==> src/rtl/gpio_pkg.sv <==
/*
  Constants for the two-pin parallel port: register offsets, widths,
  reset values. Assumes an APB slave with 32-bit data, one word a register.
*/
package gpio_pkg;

  // ****************************************
  // widths
  // ****************************************
  localparam int unsigned PIN_CNT  = 2;
  localparam int unsigned REG_W    = 8;
  localparam int unsigned ADDR_W   = 12;
  localparam int unsigned DATA_W   = 32;

  // ****************************************
  // register offsets (byte addresses)
  // ****************************************
  localparam logic [ADDR_W-1:0] OFS_DATA   = 12'h000;
  localparam logic [ADDR_W-1:0] OFS_DIR    = 12'h004;
  localparam logic [ADDR_W-1:0] OFS_PULLUP = 12'h008;
  localparam logic [ADDR_W-1:0] OFS_SLEW   = 12'h00C;
  localparam logic [ADDR_W-1:0] OFS_DRIVE  = 12'h010;

  // ****************************************
  // reset values
  // ****************************************
  localparam logic [PIN_CNT-1:0] RST_DATA   = 2'h0;
  localparam logic [PIN_CNT-1:0] RST_DIR    = 2'h0;
  localparam logic [PIN_CNT-1:0] RST_PULLUP = 2'h0;
  localparam logic [PIN_CNT-1:0] RST_SLEW   = 2'h0;
  localparam logic [PIN_CNT-1:0] RST_DRIVE  = 2'h0;

endpackage : gpio_pkg

==> src/rtl/parallel_port.sv <==
/*
  Two-pin parallel port with per-pin data latch, direction, pullup,
  slew limiting and drive strength, reached over APB.
  Assumes pin inputs synchronous to core_clk; pad cells outside resolve
  the pin wire from pin_out/pin_oe and apply pullup/slew/drive controls.
*/
// What this block does
// RULE_01: input pins read back their sampled pin level on data reads.
// RULE_02: output pins read back the last written data bit, not pin.
// RULE_03: every data write updates all latch bits regardless of direction; a data write with pstrb[0] low changes nothing.
// RULE_04: output pins are driven with the latched data bit.
// RULE_05: reset clears latches and makes pins undriven inputs, pullup off.
// RULE_06: direction bit zero disables driver; reads return pin value.
// RULE_07: direction bit one enables driver; reads return latched bit.
// RULE_08: pullup bit one turns on that pin's pullup; zero leaves off.
// RULE_09: pullup always off while a pin is an output.
// RULE_10: slew bit one limits output transition rate; zero leaves off.
// RULE_11: slew bits have no effect on input pins.
// RULE_12: drive bit zero selects low drive, one selects high drive.
// RULE_13: software writes zeros to reserved bits seven down to two.
// RULE_14: under peripheral override, direction bit still picks read source.
// RULE_15: analog-enabled pins read zero and lose all digital functions.
// RULE_16: reserved bits seven to two read zero and ignore writes.
`timescale 1ns/1ns
module parallel_port (
  // clock and reset
  input  wire logic                          core_clk,
  input  wire logic                          nrst,
  // apb slave
  input  wire logic                          psel,
  input  wire logic                          penable,
  input  wire logic                          pwrite,
  input  wire logic [gpio_pkg::ADDR_W-1:0]   paddr,
  input  wire logic [gpio_pkg::DATA_W-1:0]   pwdata,
  input  wire logic [3:0]                    pstrb,
  output logic      [gpio_pkg::DATA_W-1:0]   prdata,
  output logic                               pready,
  output logic                               pslverr,
  // pins
  input  wire logic [gpio_pkg::PIN_CNT-1:0]  pin_in,
  output logic      [gpio_pkg::PIN_CNT-1:0]  pin_out,
  output logic      [gpio_pkg::PIN_CNT-1:0]  pin_oe,
  // pad controls
  output logic      [gpio_pkg::PIN_CNT-1:0]  pin_pullup_on,
  output logic      [gpio_pkg::PIN_CNT-1:0]  pin_slew_on,
  output logic      [gpio_pkg::PIN_CNT-1:0]  pin_drive_high,
  // shared functions from other units
  input  wire logic [gpio_pkg::PIN_CNT-1:0]  periph_own,
  input  wire logic [gpio_pkg::PIN_CNT-1:0]  periph_oe,
  input  wire logic [gpio_pkg::PIN_CNT-1:0]  periph_out,
  input  wire logic [gpio_pkg::PIN_CNT-1:0]  analog_en
);
  import gpio_pkg::*;

  // ****************************************
  // timing notes
  // ****************************************
  // a transfer takes setup plus two access cycles: the first access
  // cycle samples the read source into prdata_r, the second raises
  // pready; a write lands at that second edge.
  // prdata holds zero outside the ack cycle.
  // pin_in is read as it stands; any synchroniser sits outside.
  // pin_out, pin_oe and pad controls are plain decodes of the
  // register flops plus the shared-function inputs, so a peripheral
  // taking a pin acts in the same cycle.
  // trade-off: one wait state buys a registered read path.
  // pullup and slew decode from the final driver enable, so an
  // output set by a peripheral also turns the pullup off.

  // ****************************************
  // types
  // ****************************************
  // one-hot bus phase; the wait state lets read data leave a flop
  typedef enum logic [1:0] {
    BUS_IDLE = 2'b01,
    BUS_ACK  = 2'b10
  } bus_state_t;

  // ****************************************
  // functions
  // ****************************************
  // per-pin pick: sel high takes a, sel low takes b
  function automatic logic [PIN_CNT-1:0] pick(
    input logic [PIN_CNT-1:0] sel,
    input logic [PIN_CNT-1:0] a,
    input logic [PIN_CNT-1:0] b
  );
    pick = (sel & a) | (~sel & b);
  endfunction : pick

  // RULE_16 reserved bits read zero
  function automatic logic [DATA_W-1:0] widen(
    input logic [PIN_CNT-1:0] v
  );
    widen = {{(DATA_W-PIN_CNT){1'b0}}, v};
  endfunction : widen

  // RULE_16 written reserved bits are dropped
  function automatic logic [PIN_CNT-1:0] low_bits(
    input logic [DATA_W-1:0] w
  );
    low_bits = w[PIN_CNT-1:0];
  endfunction : low_bits

  // ****************************************
  // registers
  // ****************************************
  bus_state_t         bus_state_r;
  bus_state_t         bus_state_nxt;
  logic [PIN_CNT-1:0] port_a_data_latch_r;
  logic [PIN_CNT-1:0] port_a_data_latch_nxt;
  logic [PIN_CNT-1:0] port_a_direction_r;
  logic [PIN_CNT-1:0] port_a_direction_nxt;
  logic [PIN_CNT-1:0] port_a_pullup_enable_r;
  logic [PIN_CNT-1:0] port_a_pullup_enable_nxt;
  logic [PIN_CNT-1:0] port_a_slew_enable_r;
  logic [PIN_CNT-1:0] port_a_slew_enable_nxt;
  logic [PIN_CNT-1:0] port_a_drive_strength_r;
  logic [PIN_CNT-1:0] port_a_drive_strength_nxt;
  logic [DATA_W-1:0]  prdata_r;
  logic [DATA_W-1:0]  prdata_nxt;
  logic [DATA_W-1:0]  read_word;

  // ****************************************
  // bus decode
  // ****************************************
  // request qualifiers
  wire logic access_en;
  wire logic in_ack;
  wire logic capture_rd;
  // address hits
  wire logic hit_data;
  wire logic hit_dir;
  wire logic hit_pullup;
  wire logic hit_slew;
  wire logic hit_drive;
  wire logic hit_any;
  // write strobes
  wire logic lane0;
  wire logic wr_en;
  wire logic wr_data;
  wire logic wr_dir;
  wire logic wr_pullup;
  wire logic wr_slew;
  wire logic wr_drive;

  assign access_en  = psel & penable;
  assign in_ack     = (bus_state_r == BUS_ACK);

  // address compare on the full word; no aliasing of registers
  assign hit_data   = (paddr == OFS_DATA);
  assign hit_dir    = (paddr == OFS_DIR);
  assign hit_pullup = (paddr == OFS_PULLUP);
  assign hit_slew   = (paddr == OFS_SLEW);
  assign hit_drive  = (paddr == OFS_DRIVE);
  assign hit_any    = hit_data | hit_dir | hit_pullup | hit_slew | hit_drive;

  // only lane 0 holds implemented bits
  assign lane0      = pstrb[0];

  // one wait state: pready in the second access cycle only
  assign pready     = access_en & in_ack;
  // unmapped addresses answer with an error and change nothing
  assign pslverr    = pready & ~hit_any;

  // read source sampled in the first access cycle
  assign capture_rd = access_en & ~pwrite & ~in_ack;

  // writes land only at the edge where pready is seen high
  assign wr_en      = pready & pwrite & hit_any & lane0;
  assign wr_data    = wr_en & hit_data;
  assign wr_dir     = wr_en & hit_dir;
  assign wr_pullup  = wr_en & hit_pullup;
  assign wr_slew    = wr_en & hit_slew;
  assign wr_drive   = wr_en & hit_drive;

  // ****************************************
  // bus phase
  // ****************************************
  always_comb begin
    bus_state_nxt = bus_state_r;
    unique case (bus_state_r)
      BUS_IDLE: begin
        if (access_en) begin
          bus_state_nxt = BUS_ACK;
        end
      end
      BUS_ACK: begin
        bus_state_nxt = BUS_IDLE;
      end
      // a corrupted code falls back to idle
      default: begin
        bus_state_nxt = BUS_IDLE;
      end
    endcase
  end

  // bus phase flop
  always_ff @(posedge core_clk or negedge nrst) begin
    if (!nrst) begin
      bus_state_r <= BUS_IDLE;
    end else begin
      bus_state_r <= bus_state_nxt;
    end
  end

  // ****************************************
  // pin read path
  // ****************************************
  wire logic [PIN_CNT-1:0] data_view;
  wire logic [PIN_CNT-1:0] drv_en;
  wire logic [PIN_CNT-1:0] drv_level;

  // RULE_01 RULE_02 RULE_06 RULE_07 pick source
  // RULE_14 own direction bit decides, even under override
  // RULE_15 analog pins read zero
  assign data_view = pick(port_a_direction_r, port_a_data_latch_r, pin_in)
                     & ~analog_en;

  // ****************************************
  // pin drive and pad controls
  // ****************************************
  // RULE_06 RULE_07 driver follows direction unless a peripheral owns it
  // RULE_15 analog cuts the digital driver
  assign drv_en = pick(periph_own, periph_oe, port_a_direction_r)
                  & ~analog_en;

  // RULE_04 latched level onto output pins
  assign drv_level = pick(periph_own, periph_out, port_a_data_latch_r);
  // undriven pins show 0 so no stale level leaks to the pad
  assign pin_out = drv_level & drv_en;

  // RULE_05 reset direction zero keeps pins undriven
  assign pin_oe = drv_en;

  // RULE_08 RULE_09 pullup only on non-output digital pins
  assign pin_pullup_on = port_a_pullup_enable_r & ~drv_en & ~analog_en;

  // RULE_10 RULE_11 slew only matters while driving
  assign pin_slew_on = port_a_slew_enable_r & drv_en;

  // RULE_12 drive strength select; gated by analog_en only, it only acts when driving
  assign pin_drive_high = port_a_drive_strength_r & ~analog_en;

  // ****************************************
  // read mux
  // ****************************************
  // reads of unmapped addresses return zero
  always_comb begin
    read_word = '0;
    if (hit_data) begin
      read_word = widen(data_view);
    end else if (hit_dir) begin
      read_word = widen(port_a_direction_r);
    end else if (hit_pullup) begin
      read_word = widen(port_a_pullup_enable_r);
    end else if (hit_slew) begin
      read_word = widen(port_a_slew_enable_r);
    end else if (hit_drive) begin
      read_word = widen(port_a_drive_strength_r);
    end
  end

  // cleared outside the ack cycle so stale data never shows
  assign prdata_nxt = capture_rd ? read_word : '0;
  assign prdata     = prdata_r;

  // read data flop
  always_ff @(posedge core_clk or negedge nrst) begin
    if (!nrst) begin
      prdata_r <= '0;
    end else begin
      prdata_r <= prdata_nxt;
    end
  end

  // ****************************************
  // register next values
  // ****************************************
  // RULE_03 every data write with pstrb[0] high updates all latch bits
  assign port_a_data_latch_nxt     = wr_data ? low_bits(pwdata)
                                     : port_a_data_latch_r;
  assign port_a_direction_nxt      = wr_dir ? low_bits(pwdata)
                                     : port_a_direction_r;
  assign port_a_pullup_enable_nxt  = wr_pullup ? low_bits(pwdata)
                                     : port_a_pullup_enable_r;
  assign port_a_slew_enable_nxt    = wr_slew ? low_bits(pwdata)
                                     : port_a_slew_enable_r;
  assign port_a_drive_strength_nxt = wr_drive ? low_bits(pwdata)
                                     : port_a_drive_strength_r;

  // ****************************************
  // register flops
  // ****************************************
  // RULE_03 data latch
  // RULE_05 latches and controls cleared
  always_ff @(posedge core_clk or negedge nrst) begin
    if (!nrst) begin
      port_a_data_latch_r <= RST_DATA;
    end else begin
      port_a_data_latch_r <= port_a_data_latch_nxt;
    end
  end

  // RULE_07 direction register
  always_ff @(posedge core_clk or negedge nrst) begin
    if (!nrst) begin
      port_a_direction_r <= RST_DIR;
    end else begin
      port_a_direction_r <= port_a_direction_nxt;
    end
  end

  // RULE_08 pullup register
  always_ff @(posedge core_clk or negedge nrst) begin
    if (!nrst) begin
      port_a_pullup_enable_r <= RST_PULLUP;
    end else begin
      port_a_pullup_enable_r <= port_a_pullup_enable_nxt;
    end
  end

  // RULE_10 slew register
  always_ff @(posedge core_clk or negedge nrst) begin
    if (!nrst) begin
      port_a_slew_enable_r <= RST_SLEW;
    end else begin
      port_a_slew_enable_r <= port_a_slew_enable_nxt;
    end
  end

  // RULE_12 drive register
  always_ff @(posedge core_clk or negedge nrst) begin
    if (!nrst) begin
      port_a_drive_strength_r <= RST_DRIVE;
    end else begin
      port_a_drive_strength_r <= port_a_drive_strength_nxt;
    end
  end

endmodule : parallel_port

==> config.mk <==
export PLATFORM = sky130hd
export DESIGN_NAME = parallel_port
export DESIGN_NICKNAME = d
export VERILOG_FILES = /design/src/rtl/gpio_pkg.sv /design/src/rtl/parallel_port.sv
export SDC_FILE = /design/constraint.sdc
export NUM_CORES = 1
export LEC_CHECK = 0
export ABC_AREA = 1
export BUFFER_PORTS_ARGS = -buffer_cell sky130_fd_sc_hd__buf_2
export CORE_MARGIN = 2
export CORE_UTILIZATION = 41
export CTS_CLUSTER_DIAMETER = 80
export DETAILED_ROUTE_END_ITERATION = 12
export PLACE_DENSITY_LB_ADDON = 0.2
export SLEW_MARGIN = 0
export SYNTH_ARGS = -nofsm -noshare
export SYNTH_HDL_FRONTEND = slang
export SYNTH_SLANG_ARGS = --single-unit
==> constraint.sdc <==
create_clock -name core_clk -period 2.2 [get_ports core_clk]
set_input_delay 0.33 -clock core_clk [delete_from_list [all_inputs] [get_ports core_clk]]
set_output_delay 0.33 -clock core_clk [all_outputs]
set_load 0.01 [all_outputs]
# ---- After elaboration in Yosys (flattened, before gate mapping)
# Index checks and enable logic that the tools add are counted.
# Widths: inputs -> output; s select.
dict set report totals {
  reg_bits 44
  in_bits 63
  out_inout_bits 44
  wordCells 63
}
dict set report op_classes {
  n_eq_ne 7
  n_mux 8
  n_bitwise 40
  reduce_logical 1
}
# cell n
set ops {}
lappend ops {{$mux 32} 2}
lappend ops {{$and 2x2->2} 13}
lappend ops {{$eq 12x4->1 const B} 2}
lappend ops {{$and 1x1->1} 13}
lappend ops {{$eq 12x3->1 const B} 1}
lappend ops {{$eq 12x5->1 const B} 1}
lappend ops {{$logic_not 12->1} 1}
lappend ops {{$mux 2} 6}
lappend ops {{$not 2->2} 4}
lappend ops {{$or 2x2->2} 3}
lappend ops {{$or 1x1->1} 4}
lappend ops {{$not 1->1} 3}
lappend ops {{$eq 2x1->1 const B} 1}
lappend ops {{$eq 2x2->1 const B} 1}
lappend ops {{$ne 2x2->1 const B} 1}

# ---- Depth between registers and ports, before layout
dict set report depth {
  ltp_word 8
  mapped_depth 10
  ltp_nobuf 10
}

# ---- Worst setup path after synthesis
# OpenSTA, ideal clock, no wires.
dict set report synth_path {
  path_type {reg2out}
  startpoint {register port_a_direction_r[1]}
  endpoint {output pin_out[1] (netlist bit)}
  arrival_time_ns 1.071
  required_ns 1.870
  slack_ns 0.799
  stages_incl_launch_ff 5
  n_path_buf 0
  path_cell_list {dfrtp_1 > nor2_1 > nor3_1 > inv_1 > nor2_1}
}
dict set report synth_between {
  elab_chain_cells 4
}
# item line
set synth_lines {}
lappend synth_lines {{from (decl)} parallel_port.sv:112} ;# logic [PIN_CNT-1:0] port_a_direction_r;
lappend synth_lines {{from (signal assigned)} parallel_port.sv:310} ;# port_a_direction_r <= port_a_direction_nxt;
lappend synth_lines {{$and 2x2->2} parallel_port.sv:88} ;# pick = (sel & a) | (~sel & b);
lappend synth_lines {{$or 2x2->2} parallel_port.sv:88}
lappend synth_lines {{$and 2x2->2} parallel_port.sv:226} ;# & ~analog_en;
lappend synth_lines {{via pin_oe, one bit} parallel_port.sv:42} ;# output logic [gpio_pkg::PIN_CNT-1:0] pin_oe,
lappend synth_lines {{$and 2x2->2} parallel_port.sv:231} ;# assign pin_out = drv_level & drv_en;
lappend synth_lines {{to (decl)} parallel_port.sv:41} ;# output logic [gpio_pkg::PIN_CNT-1:0] pin_out,
# The timed path passes the listed nets, and every way through them passes these cells.

# ---- Worst setup path in the final report
dict set report layout_path {
  startpoint {register port_a_direction_r[0]}
  endpoint {output pin_pullup_on[0] (netlist bit)}
}
dict set report layout_between {
  elab_chain_cells 6
}
# item line
set layout_lines {}
lappend layout_lines {{$and 2x2->2} parallel_port.sv:88}
lappend layout_lines {{$or 2x2->2} parallel_port.sv:88}
lappend layout_lines {{$and 2x2->2} parallel_port.sv:226}
lappend layout_lines {{$not 2->2} parallel_port.sv:237} ;# assign pin_pullup_on = port_a_pullup_enable_r & ~drv_en & ~analog_en;
lappend layout_lines {{$and 2x2->2 (2 in series)} parallel_port.sv:237}
lappend layout_lines {{to (decl)} parallel_port.sv:44} ;# output logic [gpio_pkg::PIN_CNT-1:0] pin_pullup_on,
# No other way between the ends.

==> metrics <==
setup ws final=0.534 ns; P_sw=155 µW; Congestion Overflow GR=0; Clk pin slew, worst setup/hold paths=0.09 ns; Final Setup Violations=0; final std cells w/o fill=261; Final min period=1.67 ns; Tot GR Track Use=14.6%; Worst EP arrival=1.34 ns; most frequent cells in the layout=buf_2, inv_1, conb_1; Int Pwr=396 µW; cell area after synthesis=1220 µm²; RR Endpoint=port_a_direction_r[0]; dpl ws=0.556 ns; Total Nets Final=294; CP dominant cell by count=inv_1; CTS root buf=clkbuf_4; largest net degree at the start of global routing=15; sequential share of power=47.4%; cts bufs inserted=3; biggest area consumer among synthesized cells=dfrtp_1; setup TNS=0 ns; Area Overhead vs Synth=15.0%; clock sinks=14; vias per inst=4.25; YS warnings=0; most common cell after layout, fill and taps aside=buf_2; DR DRC count=7; RSZ-0062 raised after global routing=false; Comb power frac=19.1%; Seq. cell area=352 µm²; Startpoint Class=flop; Hold Vio Cnt, Final=0; area taken by multi-input logic gates=618 µm²; top-area cell type share of the netlist area=26.6%; Hold Path Class=in2reg; port bufs=43; CP Class=reg2out; drt total wl=2.38 mm; CTS resizes=0; 1st-iter DRT viols=23; period utilization=75.7%; critical-path maximum fanout=5; Cell Rows=19; Power Dens Cells=391 nW/µm²; Max stage delay on crit path=0.42 ns; fraction of layout cells with a size suffix above 1=28.3%; Die Wd=58.7 µm; initial antenna violation count=0; Clock Path Buffers=2; starting density of the core=43.7%; max-slew violations=0; Levels on crit path=6; crit end category=primary output; reg2reg setup slack=0.73 ns; count of state elements after synthesis=14; final setup skew=0.00630 ns; Leakage=0.817 nW; vias post-DR=1110; Peak Freq=600 MHz; CP max stage cell=dfrtp_1; drt wl/cell=9.11 µm; Data required, critical path=1.87 ns; ranking of synthesized cells by area=dfrtp_1, buf_4, inv_1, nand2_1, nor2_1; Ant. Diodes=0; Reg2Reg Depth=7; Critical path destination=pin_pullup_on[0]; CTS tree=built; Cells after Synth=183; # IOs=107; DP HPWL=2.07 mm; Switching Share=28.1%; placed cells=256; Distinct cells, synth=24; Worst VDD drop=0.347 mV; DRT Pass-1 Iters=8; clk_lat worst skew=0.28 ns; failing checks=DRC; die area=3440 µm²; global-route wire length before repair=3.89 mm; RR Startpoint=bus_state_r[0]; CP startpoint=port_a_direction_r[0]; worst-path cell chain=nor2_1 -> nor3_1 -> inv_1 -> nand3_1 -> inv_1 -> buf_2; GP Congestion=0.845; vias in the first global route=952; status=finished, violations left; CP top delay family=flip-flops; syn avg cell area=6.69 µm²; fill count=320; clock share of power=33.6%; Max Cap Violations=0; post-synthesis sequential area ratio=28.7%; antenna-violating nets left=0; Worst Path Buf+Inv=3; H-tree levels=1; Core Footprint=2810 µm²; Die Y-Extent=58.7 µm
[routing by layer]
layer / GRT usage [%] / wire, µm / up-vias
met3: 3.96 / 155 / 2
met1: 19.7 / 1020 / 480
met4: 2.92 / 11 / 0
li1: - / - / 592
met5: 0 / 0 / -
met2: 23.8 / 1190 / 36
[logic make-up after synthesis]
group / count (synthesis) / synth area share (%)
DFF: 14 / 28.7
buffers and inverters: 67 / 29.7
AOI/OAI and AO/OA: 20 / 9.30
other: 1 / 0.306
and+or+nand+nor: 81 / 32.0
[registers in the layout, indices dropped and copies added, names as in the netlist]
register                 flops
prdata                       2
port_a_pullup_enable_r       2
port_a_drive_strength_r      2
port_a_data_latch_r          2
port_a_direction_r           2
bus_state_r                  2
port_a_slew_enable_r         2
[area by class of cell]
type / instances / area share [%]
clock buffers: 4 / 2.58
inverters: 37 / 9.86
multi-input cells: 131 / 43.9
flip-flops and latches: 14 / 25.0
well taps: 31 / 2.75
repair buffers: 44 / 16.0
[worst min path at each step]
| stage | slack (ns) | endpoint | start | depth (start not counted) |
|---|---|---|---|---|
| after floorplan | 0.03 | bus_state_r[1] | nrst | 0 |
| after global placement | 0.24 | prdata[0] | nrst | 1 |
| after detailed placement | 0.25 | prdata[0] | nrst | 1 |
| after CTS | 0.25 | port_a_pullup_enable_r[0] | pwdata[0] | 3 |
| after global routing | 0.26 | port_a_pullup_enable_r[1] | pwdata[1] | 3 |
| final | 0.26 | port_a_pullup_enable_r[0] | pwdata[0] | 3 |
[stage by stage]
step / instance area (µm²) / power [mW] / util [%] / hold slack (ns)
2_1_floorplan: 1330 / 0.362 / - / 0.0344
4_1_cts: 1410 / 0.556 / 50.2 / 0.254
3_5_place_dp: 1360 / 0.370 / 48.6 / 0.247
6_report: 1410 / 0.551 / 50.2 / 0.259
3_3_place_gp: 1360 / 0.369 / 48.6 / 0.241
5_1_grt: 1410 / 0.586 / 50.2 / 0.263
[what timing repair did]
item	in CTS	in global routing
endpoints found under the hold margin	13	0
hold buffers	1	0
buffers inserted	0	0
[power by group through the flow]
stage               sequential (mW)  clock [mW]  combinational [mW]
CTS                           0.261       0.190               0.105
global placement              0.266           0               0.103
global route                  0.261       0.204               0.120
floorplan                     0.266           0              0.0961
detailed placement            0.266           0               0.104
finish                        0.261       0.185               0.105
[Yosys cell counts]
library cell / number
nand3_2: 1
inv_2: 2
and2_1: 1
nor2_2: 4
o2111ai_1: 1
o21ai_2: 2
nand4_1: 2
o211ai_1: 1
dfrtp_1: 13
inv_1: 35
a21oi_1: 6
nand2_1: 24
or2_4: 1
nand3_1: 12
o21ai_0: 5
dfstp_2: 1
conb_1: 1
nor3_1: 5
buf_4: 30
nand2_4: 1
nor2_1: 24
nor2_4: 3
o21ai_1: 5
nand2_2: 3
[tightest hold or removal path: cells and delay by family]
kind / cells / cell delay (ns)
compound gates: 1 / 0.05
buf+inv: 2 / 0.13
No activity file was read; power rests on OpenSTA's default activity.
